==> src/hw/scw_pkg.sv <==
package scw_pkg;
   // ****************************************************************
   // Word addresses and layouts
   // ****************************************************************
   localparam logic [4:0] SCW_ADDR_SETUP = 5'h02;
   localparam logic [4:0] SCW_ADDR_CAP = 5'h06;
   localparam logic [4:0] SCW_ADDR_TEMP = 5'h11;
   localparam logic [15:0] SCW_SETUP_RESET = 16'h0B00;
   localparam logic [15:0] SCW_CAP_RESET = 16'h0C06;
   localparam logic [15:0] SCW_TEMP_RESET = 16'h8D92;
   localparam int SCW_MEMLOCK_LSB = 5;
   localparam int SCW_ADRLOCK_LSB = 8;
   localparam int SCW_OUTSEL_LSB = 11;
   localparam int SCW_ALGO_BIT = 14;
   localparam int SCW_RES_LSB = 10;
   localparam int SCW_DIFF_BIT = 14;
   localparam logic [2:0] SCW_LOCK_CODE = 3'h3;
   localparam logic [2:0] SCW_OUT_I2C = 3'h1;
   localparam logic [2:0] SCW_OUT_SPI = 3'h3;
   localparam logic [2:0] SCW_OUT_PDM_C = 3'h4;
   localparam logic [2:0] SCW_OUT_PDM_CT = 3'h6;
   // ****************************************************************
   // Conversion times, typical in microseconds, worst case x1.1
   // ****************************************************************
   localparam int SCW_CLK_MHZ = 100;
   localparam int SCW_T8_US = 700;
   localparam int SCW_T10_US = 1600;
   localparam int SCW_T12_US = 5000;
   localparam int SCW_T14_US = 18500;
   localparam int SCW_WORST_NUM = 11;
   localparam int SCW_WORST_DEN = 10;
   localparam int SCW_CYC8 = SCW_T8_US * SCW_CLK_MHZ;
   localparam int SCW_CYC10 = SCW_T10_US * SCW_CLK_MHZ;
   localparam int SCW_CYC12 = SCW_T12_US * SCW_CLK_MHZ;
   localparam int SCW_CYC14 = SCW_T14_US * SCW_CLK_MHZ;
   typedef enum logic [1:0] {SCW_IDLE = 2'b00, SCW_LOAD = 2'b01, SCW_CONV = 2'b11} scw_state_t;
endpackage

==> src/hw/scw_conv_timer.sv <==
`timescale 1ns/1ns
`default_nettype none
module scw_conv_timer
   import scw_pkg::*;
(
   input wire logic mclk,
   input wire logic reset,
   input wire logic start,
   input wire logic [1:0] resCode,
   input wire logic worstCase,
   output logic done
);
   logic [31:0] count;
   logic [31:0] next_count;
   logic next_done;

   // Typical or worst-case cycle budget for a resolution code
   function automatic logic [31:0] scw_budget(input logic [1:0] code, input logic worst);
      logic [31:0] typ;
      typ = 32'h0;
      unique case (code)
         2'b00: typ = 32'(SCW_CYC8);
         2'b01: typ = 32'(SCW_CYC10);
         2'b10: typ = 32'(SCW_CYC12);
         2'b11: typ = 32'(SCW_CYC14);
      endcase
      return worst ? 32'((typ * SCW_WORST_NUM) / SCW_WORST_DEN) : typ;
   endfunction

   always_comb
   begin
      next_count = count;
      next_done = 1'b0;
      if (start)
         next_count = scw_budget(resCode, worstCase);
      else if (count == 32'h1)
      begin
         next_count = 32'h0;
         next_done = 1'b1;
      end
      else if (count != 32'h0)
         next_count = count - 32'h1;
   end

   always_ff @(posedge mclk)
   begin
      if (reset)
      begin
         count <= 32'h0;
         done <= 1'b0;
      end
      else
      begin
         count <= next_count;
         done <= next_done;
      end
   end

   chk_worst_budget: assert property (@(posedge mclk) disable iff (reset)
      start && worstCase && resCode == 2'b00 |=> count == 32'((SCW_CYC8 * 11) / 10))
      else $error("worst-case budget wrong");
endmodule // scw_conv_timer
`default_nettype wire

==> src/hw/sensor_config_words.sv <==
// Contract
// - Memory lock code stops pump and programming
// - Address lock field bits 10:8, default locked
// - Unlocked address lock answers every address
// - Output select codes I2C SPI two PDM
// - Setup bit 14 picks correction algorithm
// - Reload front-end words before each measurement
// - Cap reference 2:0 and offset 5:3
// - Cap resolution 11:10 sets width, time
// - Worst-case times are typical times 1.1
// - Cap bit 14 selects differential input
// - Temperature resolution uses same encoding
// - Setup latched at reset and leave-command
`timescale 1ns/1ns
`default_nettype none
module sensor_config_words
   import scw_pkg::*;
(
   input wire logic mclk,
   input wire logic reset,
   input wire logic cmdMode,
   input wire logic leave_command_mode_cmd,
   input wire logic wrEn,
   input wire logic [4:0] wrAddr,
   input wire logic [15:0] wrData,
   input wire logic [4:0] rdAddr,
   input wire logic measReq,
   input wire logic worstCase,
   input wire logic [6:0] ownAddr,
   input wire logic [6:0] busAddr,
   output logic [15:0] rdData,
   output logic progEnable,
   output logic pumpEnable,
   output logic addrMatch,
   output logic [2:0] outSelect,
   output logic outSelectBad,
   output logic thirdOrder,
   output logic [2:0] ref_cap_select,
   output logic [2:0] offset_cap_select,
   output logic [1:0] capRes,
   output logic differential,
   output logic [2:0] tempRefCap,
   output logic [2:0] tempOffsetCap,
   output logic [2:0] tempTrim,
   output logic [1:0] tempRes,
   output logic measBusy,
   output logic measDone
);
   // ****************************************************************
   // Stored words and active copies
   // ****************************************************************
   logic [15:0] setupStore, capStore, tempStore;
   logic [15:0] next_setupStore, next_capStore, next_tempStore;
   logic [15:0] setupAct, next_setupAct;
   logic [15:0] capAct, tempAct, next_capAct, next_tempAct;
   logic [15:0] next_rdData;
   logic next_progEnable, next_addrMatch, next_outSelectBad;
   logic memLocked;
   scw_state_t state, next_state;
   logic timerStart, timerDone;

   function automatic logic scw_out_legal(input logic [2:0] code);
      return code == SCW_OUT_I2C || code == SCW_OUT_SPI ||
             code == SCW_OUT_PDM_C || code == SCW_OUT_PDM_CT;
   endfunction

   // Lock decision comes from the latched setup, not the pending store
   assign memLocked = setupAct[SCW_MEMLOCK_LSB +: 3] == SCW_LOCK_CODE;

   always_comb
   begin
      next_setupStore = setupStore;
      next_capStore = capStore;
      next_tempStore = tempStore;
      // Writes only in command mode and while programming is open
      if (wrEn && cmdMode && !memLocked)
      begin
         unique case (wrAddr)
            SCW_ADDR_SETUP: next_setupStore = wrData;
            SCW_ADDR_CAP: next_capStore = wrData;
            SCW_ADDR_TEMP: next_tempStore = wrData;
            default: ;
         endcase
      end
      next_rdData = 16'h0000;
      unique case (rdAddr)
         SCW_ADDR_SETUP: next_rdData = setupStore;
         SCW_ADDR_CAP: next_rdData = capStore;
         SCW_ADDR_TEMP: next_rdData = tempStore;
         default: next_rdData = 16'h0000;
      endcase
   end

   always_comb
   begin
      next_setupAct = setupAct;
      if (leave_command_mode_cmd)
         next_setupAct = setupStore;
      next_progEnable = !memLocked;
      // Address match gated by the address lock field
      if (setupAct[SCW_ADRLOCK_LSB +: 3] == SCW_LOCK_CODE)
         next_addrMatch = busAddr == ownAddr;
      else
         next_addrMatch = 1'b1;
      next_outSelectBad = !scw_out_legal(setupAct[SCW_OUTSEL_LSB +: 3]);
   end

   // ****************************************************************
   // Measurement sequencer
   // ****************************************************************
   always_comb
   begin
      next_state = state;
      next_capAct = capAct;
      next_tempAct = tempAct;
      timerStart = 1'b0;
      unique case (state)
         SCW_IDLE:
            if (measReq)
               next_state = SCW_LOAD;
         SCW_LOAD:
         begin
            next_capAct = capStore;
            next_tempAct = tempStore;
            timerStart = 1'b1;
            next_state = SCW_CONV;
         end
         SCW_CONV:
            if (timerDone)
               next_state = SCW_IDLE;
         default: next_state = SCW_IDLE;
      endcase
   end

   scw_conv_timer u_timer (
      .mclk(mclk),
      .reset(reset),
      .start(timerStart),
      .resCode(capStore[SCW_RES_LSB +: 2]),
      .worstCase(worstCase),
      .done(timerDone)
   );

   always_ff @(posedge mclk)
   begin
      if (reset)
      begin
         setupStore <= SCW_SETUP_RESET;
         capStore <= SCW_CAP_RESET;
         tempStore <= SCW_TEMP_RESET;
         setupAct <= SCW_SETUP_RESET;
         capAct <= SCW_CAP_RESET;
         tempAct <= SCW_TEMP_RESET;
         rdData <= 16'h0000;
         progEnable <= 1'b1;
         pumpEnable <= 1'b1;
         addrMatch <= 1'b0;
         outSelectBad <= 1'b0;
         state <= SCW_IDLE;
         measBusy <= 1'b0;
         measDone <= 1'b0;
      end
      else
      begin
         setupStore <= next_setupStore;
         capStore <= next_capStore;
         tempStore <= next_tempStore;
         setupAct <= next_setupAct;
         capAct <= next_capAct;
         tempAct <= next_tempAct;
         rdData <= next_rdData;
         progEnable <= next_progEnable;
         pumpEnable <= next_progEnable;
         addrMatch <= next_addrMatch;
         outSelectBad <= next_outSelectBad;
         state <= next_state;
         measBusy <= next_state != SCW_IDLE;
         measDone <= state == SCW_CONV && timerDone;
      end
   end

   // ****************************************************************
   // Field outputs from registered words
   // ****************************************************************
   always_comb
   begin
      outSelect = setupAct[SCW_OUTSEL_LSB +: 3];
      thirdOrder = setupAct[SCW_ALGO_BIT];
      ref_cap_select = capAct[2:0];
      offset_cap_select = capAct[5:3];
      capRes = capAct[SCW_RES_LSB +: 2];
      differential = capAct[SCW_DIFF_BIT];
      tempRefCap = tempAct[2:0];
      tempOffsetCap = tempAct[5:3];
      tempTrim = tempAct[8:6];
      tempRes = tempAct[SCW_RES_LSB +: 2];
   end

   // ****************************************************************
   // Checks
   // ****************************************************************
   chk_mem_lock: assert property (@(posedge mclk) disable iff (reset)
      memLocked |=> !progEnable && !pumpEnable) else $error("lock not honoured");
   chk_lock_write: assert property (@(posedge mclk) disable iff (reset)
      memLocked && wrEn && wrAddr == SCW_ADDR_CAP |=> $stable(capStore))
      else $error("write while locked");
   chk_addr_locked: assert property (@(posedge mclk) disable iff (reset)
      setupAct[10:8] == SCW_LOCK_CODE && busAddr != ownAddr |=> !addrMatch)
      else $error("foreign address accepted");
   chk_addr_open: assert property (@(posedge mclk) disable iff (reset)
      setupAct[10:8] != SCW_LOCK_CODE |=> addrMatch) else $error("address refused");
   chk_out_legal: assert property (@(posedge mclk) disable iff (reset)
      setupAct[13:11] == 3'h2 |=> outSelectBad) else $error("bad code not flagged");
   chk_reload_meas: assert property (@(posedge mclk) disable iff (reset)
      state == SCW_LOAD |=> capAct == $past(capStore) && tempAct == $past(tempStore))
      else $error("no reload");
   chk_setup_latch: assert property (@(posedge mclk) disable iff (reset)
      leave_command_mode_cmd |=> setupAct == $past(setupStore))
      else $error("setup not latched");
   chk_meas_done: assert property (@(posedge mclk) disable iff (reset)
      state == SCW_LOAD |=> state == SCW_CONV ##1 !measDone)
      else $error("measure ended early");
endmodule // sensor_config_words
`default_nettype wire

==> config.mk <==
export PLATFORM = sky130hd
export DESIGN_NAME = sensor_config_words
export DESIGN_NICKNAME = d
export VERILOG_FILES = /design/src/hw/scw_pkg.sv /design/src/hw/scw_conv_timer.sv /design/src/hw/sensor_config_words.sv
export SDC_FILE = /design/constraint.sdc
export NUM_CORES = 1
export LEC_CHECK = 0
export BUFFER_PORTS_ARGS = -buffer_cell sky130_fd_sc_hd__buf_2
export CAP_MARGIN = 20
export CORE_MARGIN = 1.5
export CORE_UTILIZATION = 46
export CTS_BUF_LIST = sky130_fd_sc_hd__clkbuf_4 sky130_fd_sc_hd__clkbuf_8
export CTS_CLUSTER_DIAMETER = 100
export DETAILED_ROUTE_END_ITERATION = 10
export PLACE_DENSITY = 0.79
export SLEW_MARGIN = 10
export SYNTH_ARGS = -nofsm -noshare
export SYNTH_HDL_FRONTEND = slang
export SYNTH_HIERARCHICAL = 1
export SYNTH_SLANG_ARGS = --single-unit
==> constraint.sdc <==
create_clock -name mclk -period 7.9 [get_ports mclk]
set_input_delay 1.975 -clock mclk [delete_from_list [all_inputs] [get_ports mclk]]
set_output_delay 1.975 -clock mclk [all_outputs]
set_load 0.01 [all_outputs]
# After elaboration in Yosys (flattened, before gate mapping)
# Index checks and enable logic that the tools add are counted.
# totals
ff_bits,146
output_inout_bits,46
# classes
addsub,1
multipliers,1
div_mod_pow,1
eq_ne,19
muxes,13
n_reduce_logical,17
# op_table
cell,n
$mux W32,5
$pmux W32 S4,1
$pmux W16 S3,1
$div A32 B4 Y32 const B,1
$eq A32 B1 Y1 const B,1
$mul A32 B4 Y32 const B,1
$reduce_bool A32 Y1,1
$sub A32 B1 Y32 const B,1
$eq A5 B2 Y1 const B,2
$eq A5 B3 Y1 const B,2
$eq A5 B5 Y1 const B,2
$eq A3 B2 Y1 const B,3
$eq A7 B7 Y1,1
$eq A2 B2 Y1 const B,3
$eq A3 B3 Y1 const B,2
$pmux W2 S3,1
$reduce_and A2 Y1,3
$eq A2 B1 Y1 const B,2
$logic_not A2 Y1,2
$mux W2,2
$eq A3 B1 Y1 const B,1
$logic_and A1 B1 Y1,3
$logic_or A1 B1 Y1,3
$mux W1,3
4 further kinds,5

# Depth between registers and ports, before layout
# logic_depth
ltp_word,7
ltp_mapped,32
ltp_nobuf,26

# Modules after synthesis
# Netlist, hierarchy kept.
# modules_own_cells
module,instances,cells_each,area_each_um2,seq_area_each_um2
scw_conv_timer,1,1009,6741.5,660.6
sensor_config_words,1,421,4150.2,2021.9

# Worst setup path before layout
# OpenSTA, ideal clock, no wires.
# synth_timing
path_type,register -> register
from,reg capStore[10]
to,reg u_timer.count[0]
setup_ns,0.131
arrival_ns,7.254
required_ns,7.769
slack_ns,0.515
path_stages_with_launch,30
path_buffers,4
path_cell_list,dfxtp_1 ha_1 buf_2 inv_1 ha_1 clkbuf_1 inv_1 o21ai_0 a211oi_1 nand4bb_2 nor4_4 a221oi_1 and3_4 or4_4 or4_1 a31oi_1 xnor2_1 and3b_1 clkbuf_1 a31oi_1 xor2_1 a21oi_1 and4_1 buf_6 o31a_1 or3_1 o311ai_2 nand4_1 o211ai_1 o22ai_1
# synth_between
elab_chain_cells,7
elab_cells_between_ends,10
cone_classes,1 x mul; 1 x div; 3 x eq/ne; 4 x mux; 1 x reduce/logical
# synth_lines
item,line,source
start: declaration,sensor_config_words.sv:52,"logic [15:0] setupStore, capStore, tempStore;"
start signal: assignment,sensor_config_words.sv:166,capStore <= next_capStore;
"$eq A2 B2 Y1, or another cell as far along",scw_conv_timer.sv:21,unique case (code)
$pmux W32 S4 (*),scw_conv_timer.sv:21,
$mux W32 (*),scw_conv_timer.sv:34,if (start)
$mul A32 B4 Y32 (*),scw_conv_timer.sv:27,return worst ? 32'((typ * SCW_WORST_NUM) / SCW_WORST_DEN) : typ;
$div A32 B4 Y32 (*),scw_conv_timer.sv:27,
$mux W32 (*),scw_conv_timer.sv:27,
$mux W32 (*),scw_conv_timer.sv:34,
end signal: assignment,scw_conv_timer.sv:54,count <= next_count;
end: declaration,scw_conv_timer.sv:13,logic [31:0] count;
# Every way passes the cells marked *; elsewhere a longest branch is shown, timed or not. The select of a mux whose other input is x is not followed.
# A chain may end at the register's enable or synchronous reset.

# Worst setup path in the final report
# layout_timing
from,reg capStore[11]
to,reg u_timer.count[0]
# The elaborated chain is that of the path after synthesis.

==> tab_implementation.tex <==
\begin{tabular}{lr}
\hline
Metric & Value \\
\hline
\multicolumn{2}{l}{\textbf{Run status}} \\
\quad Result of the run & finished clean \\
\multicolumn{2}{l}{\textbf{STA}} \\
\quad Post-route minimum period & 7540 ps \\
\quad Number of failing hold endpoints at the final stage & 0 \\
\quad Clock tree skew after final layout & 15.5 ps \\
\quad Share of the cycle needed by the critical path after routing & 95.4\% \\
\quad Smallest hold slack & 452 ps \\
\quad Worst Max-Slew Pin Slew & 1020 ps \\
\quad Worst slew margin & 31.8\% \\
\quad Max-slew violation count & 0 \\
\quad Fmax & 0.133 GHz \\
\quad Setup-failing EPs final & 0 \\
\multicolumn{2}{l}{\textbf{Global routing}} \\
\quad Pin count of the biggest net entering global routing & 121 \\
\quad Total congestion overflow & 0 \\
\quad Wire length of the first global-routing pass & 54,900 um \\
\quad Initial antenna violation count & 0 \\
\quad GRT Total Usage & 28.0\% \\
\quad Via count of the first global-routing pass & 10,400 \\
\multicolumn{2}{l}{\textbf{Power and ir drop}} \\
\quad VDD IR-drop max & 0.121 mV \\
\quad Power density normalized to cell area & 159 nW/um2 \\
\quad LEAKAGE & 5.10 nW \\
\quad Total chip power & 1.96 mW \\
\multicolumn{2}{l}{\textbf{CTS}} \\
\quad Maximum number of buffers from clock root to sink & 2 \\
\quad Post-CTS Hold Buffers & 0 \\
\quad Maximum level of the CTS H-tree & 4 \\
\quad TritonCTS buffer count & 17 \\
\quad Clk slew on worst S/H paths & 90 ps \\
\quad Buffer cell driving the clock tree root & sky130\_fd\_sc\_hd\_\_clkbuf\_8 \\
\quad Clock tree from TritonCTS & done \\
\quad Worst-skew pair later-pin latency & 450 ps \\
\quad Clock Sink Count & 134 \\
\multicolumn{2}{l}{\textbf{Detailed routing}} \\
\quad Routed len/inst & 19.0 um \\
\quad Final ANT Viol Nets & 0 \\
\quad Length of the first detailed-routing pass in iterations & 5 \\
\quad Number of DRC markers after the initial detailed-route iteration & 1,170 \\
\quad Vias after detailed routing & 11,400 \\
\quad Final wirelength & 35,100 um \\
\quad Remaining design rule violation count & 0 \\
\quad Routed via count divided by cell count & 6.19 \\
\multicolumn{2}{l}{\textbf{Finish}} \\
\quad Area added between synthesis and finish & 13.1\% \\
\quad Commonest cells after routing, fill and taps aside & 157 x sky130\_fd\_sc\_hd\_\_nor2\_1, 149 x sky130\_fd\_sc\_hd\_\_nand2\_1, 133 x sky130\_fd\_sc\_hd\_\_dfxtp\_1, 91 x sky130\_fd\_sc\_hd\_\_buf\_2, 83 x sky130\_fd\_sc\_hd\_\_a21oi\_1 \\
\quad Share of the core filled with cells & 52.8\% \\
\quad Ratio of cells with drive above 1 in the final layout & 17.2\% \\
\quad Post-route cell area & 12,300 um2 \\
\quad Layout net count & 1,591 \\
\quad N\_diodes & 0 \\
\quad Most frequent standard cell in the layout excluding fill and tap cells & sky130\_fd\_sc\_hd\_\_nor2\_1 \\
\multicolumn{2}{l}{\textbf{Hold path}} \\
\quad Class of the tightest hold or removal check & reg -> reg \\
\quad Hold\_sp & u\_timer/done \\
\multicolumn{2}{l}{\textbf{Setup path}} \\
\quad CP endpoint kind & register \\
\quad Category of the critical setup timing path & reg -> reg \\
\quad Arrival time reported for the critical path endpoint & 7870 ps \\
\quad Startpoint class of the critical path & register \\
\quad Timing startpoint of the critical path & capStore[11] \\
\quad CP max stage cell & sky130\_fd\_sc\_hd\_\_or4\_4 \\
\quad Reg-to-reg critical path startpoint & capStore[11] \\
\quad Count of buffer and inverter cells on the critical path & 2 \\
\quad Critical path's largest stage delay & 590 ps \\
\quad Family with the most delay on the worst path & simple AND/OR/NAND/NOR gates \\
\quad Critical path data required time & 8230 ps \\
\quad CP Max Fanout & 13 \\
\multicolumn{2}{l}{\textbf{Yosys}} \\
\quad Most frequently used flop master after synthesis & sky130\_fd\_sc\_hd\_\_dfxtp\_1 \\
\quad Mean cell area of the mapped netlist & 7.62 um2 \\
\quad Count of state elements after synthesis & 134 \\
\quad Number of flops mapped to enable cells by yosys & 0 \\
\quad Yosys Warn Count & 6 \\
\quad Synthesized cell area & 10,900 um2 \\
\quad Synthesized netlist cell count & 1,430 \\
\quad Share of synthesized area occupied by flip-flops and latches & 24.6\% \\
\quad Share of synthesized registers carrying an async set or reset & 0\% \\
\quad Syn Nets & 1,507 \\
\quad Library cells used by synthesis & 99 \\
\multicolumn{2}{l}{\textbf{Run}} \\
\quad Max\_cap viols & 0 \\
\multicolumn{2}{l}{\textbf{Floorplan}} \\
\quad Site row count & 56 \\
\quad Die boundary height & 157 um \\
\quad Core area & 23,300 um2 \\
\quad Die width & 157 um \\
\quad Initial core utilization & 46.7\% \\
\quad IO Pins & 93 \\
\quad Area of the die & 24,600 um2 \\
\multicolumn{2}{l}{\textbf{Placement}} \\
\quad Final HPWL from detailed placement & 26,000 um \\
\quad Count of buffers inserted at the top-level ports & 92 \\
\quad RD Place Congestion & 0.990 \\
\quad Placed Area & 11,800 um2 \\
\hline
\end{tabular}
[per-stage QoR]
step           cells  setup WS, ps  TNS [ps]
6_report        1846           362         0
5_1_grt         1846         -1.75     -1.75
4_1_cts         1840           212         0
3_5_place_dp    1808           234         0
3_3_place_gp    1808           330         0
2_1_floorplan   1430           515         0
[logic make-up (layout without fill, tap and decap cells)]
kind of cell | count (synthesis) | after routing | share of synthesized area (%)
compound gates | 347 | 347 | 22.4
xor+xnor | 65 | 65 | 5.35
fa+ha+maj | 30 | 30 | 3.45
buf+inv | 121 | 218 | 5.00
flops | 134 | 134 | 24.6
mux | 81 | 81 | 7.79
other cells | 1 | 1 | 0.0344
simple gates | 651 | 651 | 31.4
[final cells by class]
| type | count | area (um2) |
|---|---|---|
| Timing Repair Buffer | 158 | 962 |
| Multi-Input combinational cell | 1175 | 7740 |
| Clock inverter | 15 | 188 |
| Clock buffer | 17 | 234 |
| Fill cell | 2150 | 11000 |
| Sequential cell | 134 | 2680 |
| Inverter | 28 | 105 |
| Tap cell | 319 | 399 |
[cells in the mapped netlist (all sizes together), types with 16 or more instances]
cell type / n / area [um2]
xor2: 21 / 184
a211oi: 17 / 133
nor3: 45 / 240
nand2b: 76 / 475
xnor2: 43 / 377
mux2i: 63 / 634
clkbuf: 64 / 240
dfxtp: 134 / 2680
inv: 27 / 101
a31oi: 22 / 144
nand2: 149 / 559
ha: 30 / 375
mux2: 17 / 191
a21oi: 83 / 415
or3: 23 / 145
nand3: 41 / 215
buf: 29 / 199
nor2: 159 / 602
nor4: 16 / 145
nand4: 16 / 100
nand3b: 16 / 120
and3: 23 / 149
nor2b: 17 / 106
a32oi: 21 / 184
o21ai: 58 / 290
[metal layers]
metal / share of wire, % / vias to the layer above / GRT usage (%)
li1: - / 5384 / -
met1: 44 / 5402 / 37.5
met2: 46 / 545 / 44.5
met3: 7.2 / 87 / 4.57
met4: 3.4 / 0 / 11.6
met5: 0 / - / 0
[where the power goes]
group	leakage (nW)	switching, mW	internal [mW]
logic	3.81	0.341	0.239
registers	1.09	0.0482	0.728
clock network	0.202	0.308	0.294
[worst register-to-register path: stages (launching register included)]
cell and delay, ps:
sky130_fd_sc_hd__dfxtp_2 410, sky130_fd_sc_hd__ha_1 270, sky130_fd_sc_hd__buf_4 230, sky130_fd_sc_hd__nor2b_1 440
sky130_fd_sc_hd__a211oi_2 150, sky130_fd_sc_hd__and3_1 290, sky130_fd_sc_hd__nor3_2 550, sky130_fd_sc_hd__nor4_4 110
sky130_fd_sc_hd__or3_1 420, sky130_fd_sc_hd__and3_4 190, sky130_fd_sc_hd__or4_4 580, sky130_fd_sc_hd__nor4_4 280
sky130_fd_sc_hd__buf_4 210, sky130_fd_sc_hd__and2_4 240, sky130_fd_sc_hd__a2bb2oi_2 190, sky130_fd_sc_hd__nand3_2 160
sky130_fd_sc_hd__or4_4 590, sky130_fd_sc_hd__a41o_1 290, sky130_fd_sc_hd__and3_1 190, sky130_fd_sc_hd__and4_1 280
sky130_fd_sc_hd__o31a_1 330, sky130_fd_sc_hd__or3_1 380, sky130_fd_sc_hd__o311ai_2 230, sky130_fd_sc_hd__nand4_1 150
sky130_fd_sc_hd__o211ai_1 180, sky130_fd_sc_hd__o22ai_1 90
[state kept, by name (all words and copies together) (netlist names), 2 cells and up]
name,cells
tempStore,16
state,2
capStore,16
tempAct,11
u_timer/count,32
setupAct,10
setupStore,16
rdData,16
capAct,9
[final timing paths]
check / end / slack [ps] / depth (start not counted)
max: u_timer/count[0] / 360 / 25
min: measDone / 450 / 2
max reg2reg: u_timer/count[0] / 360 / 25
min reg2reg: measDone / 450 / 2
[timing repair]
item | in CTS | in global routing
gates resized for setup | 0 | 16
endpoints found under the setup margin | 0 | 2
hold endpoints to repair | 0 | 0
buffers inserted | 0 | 6
Power figures use the tool's default switching activity.
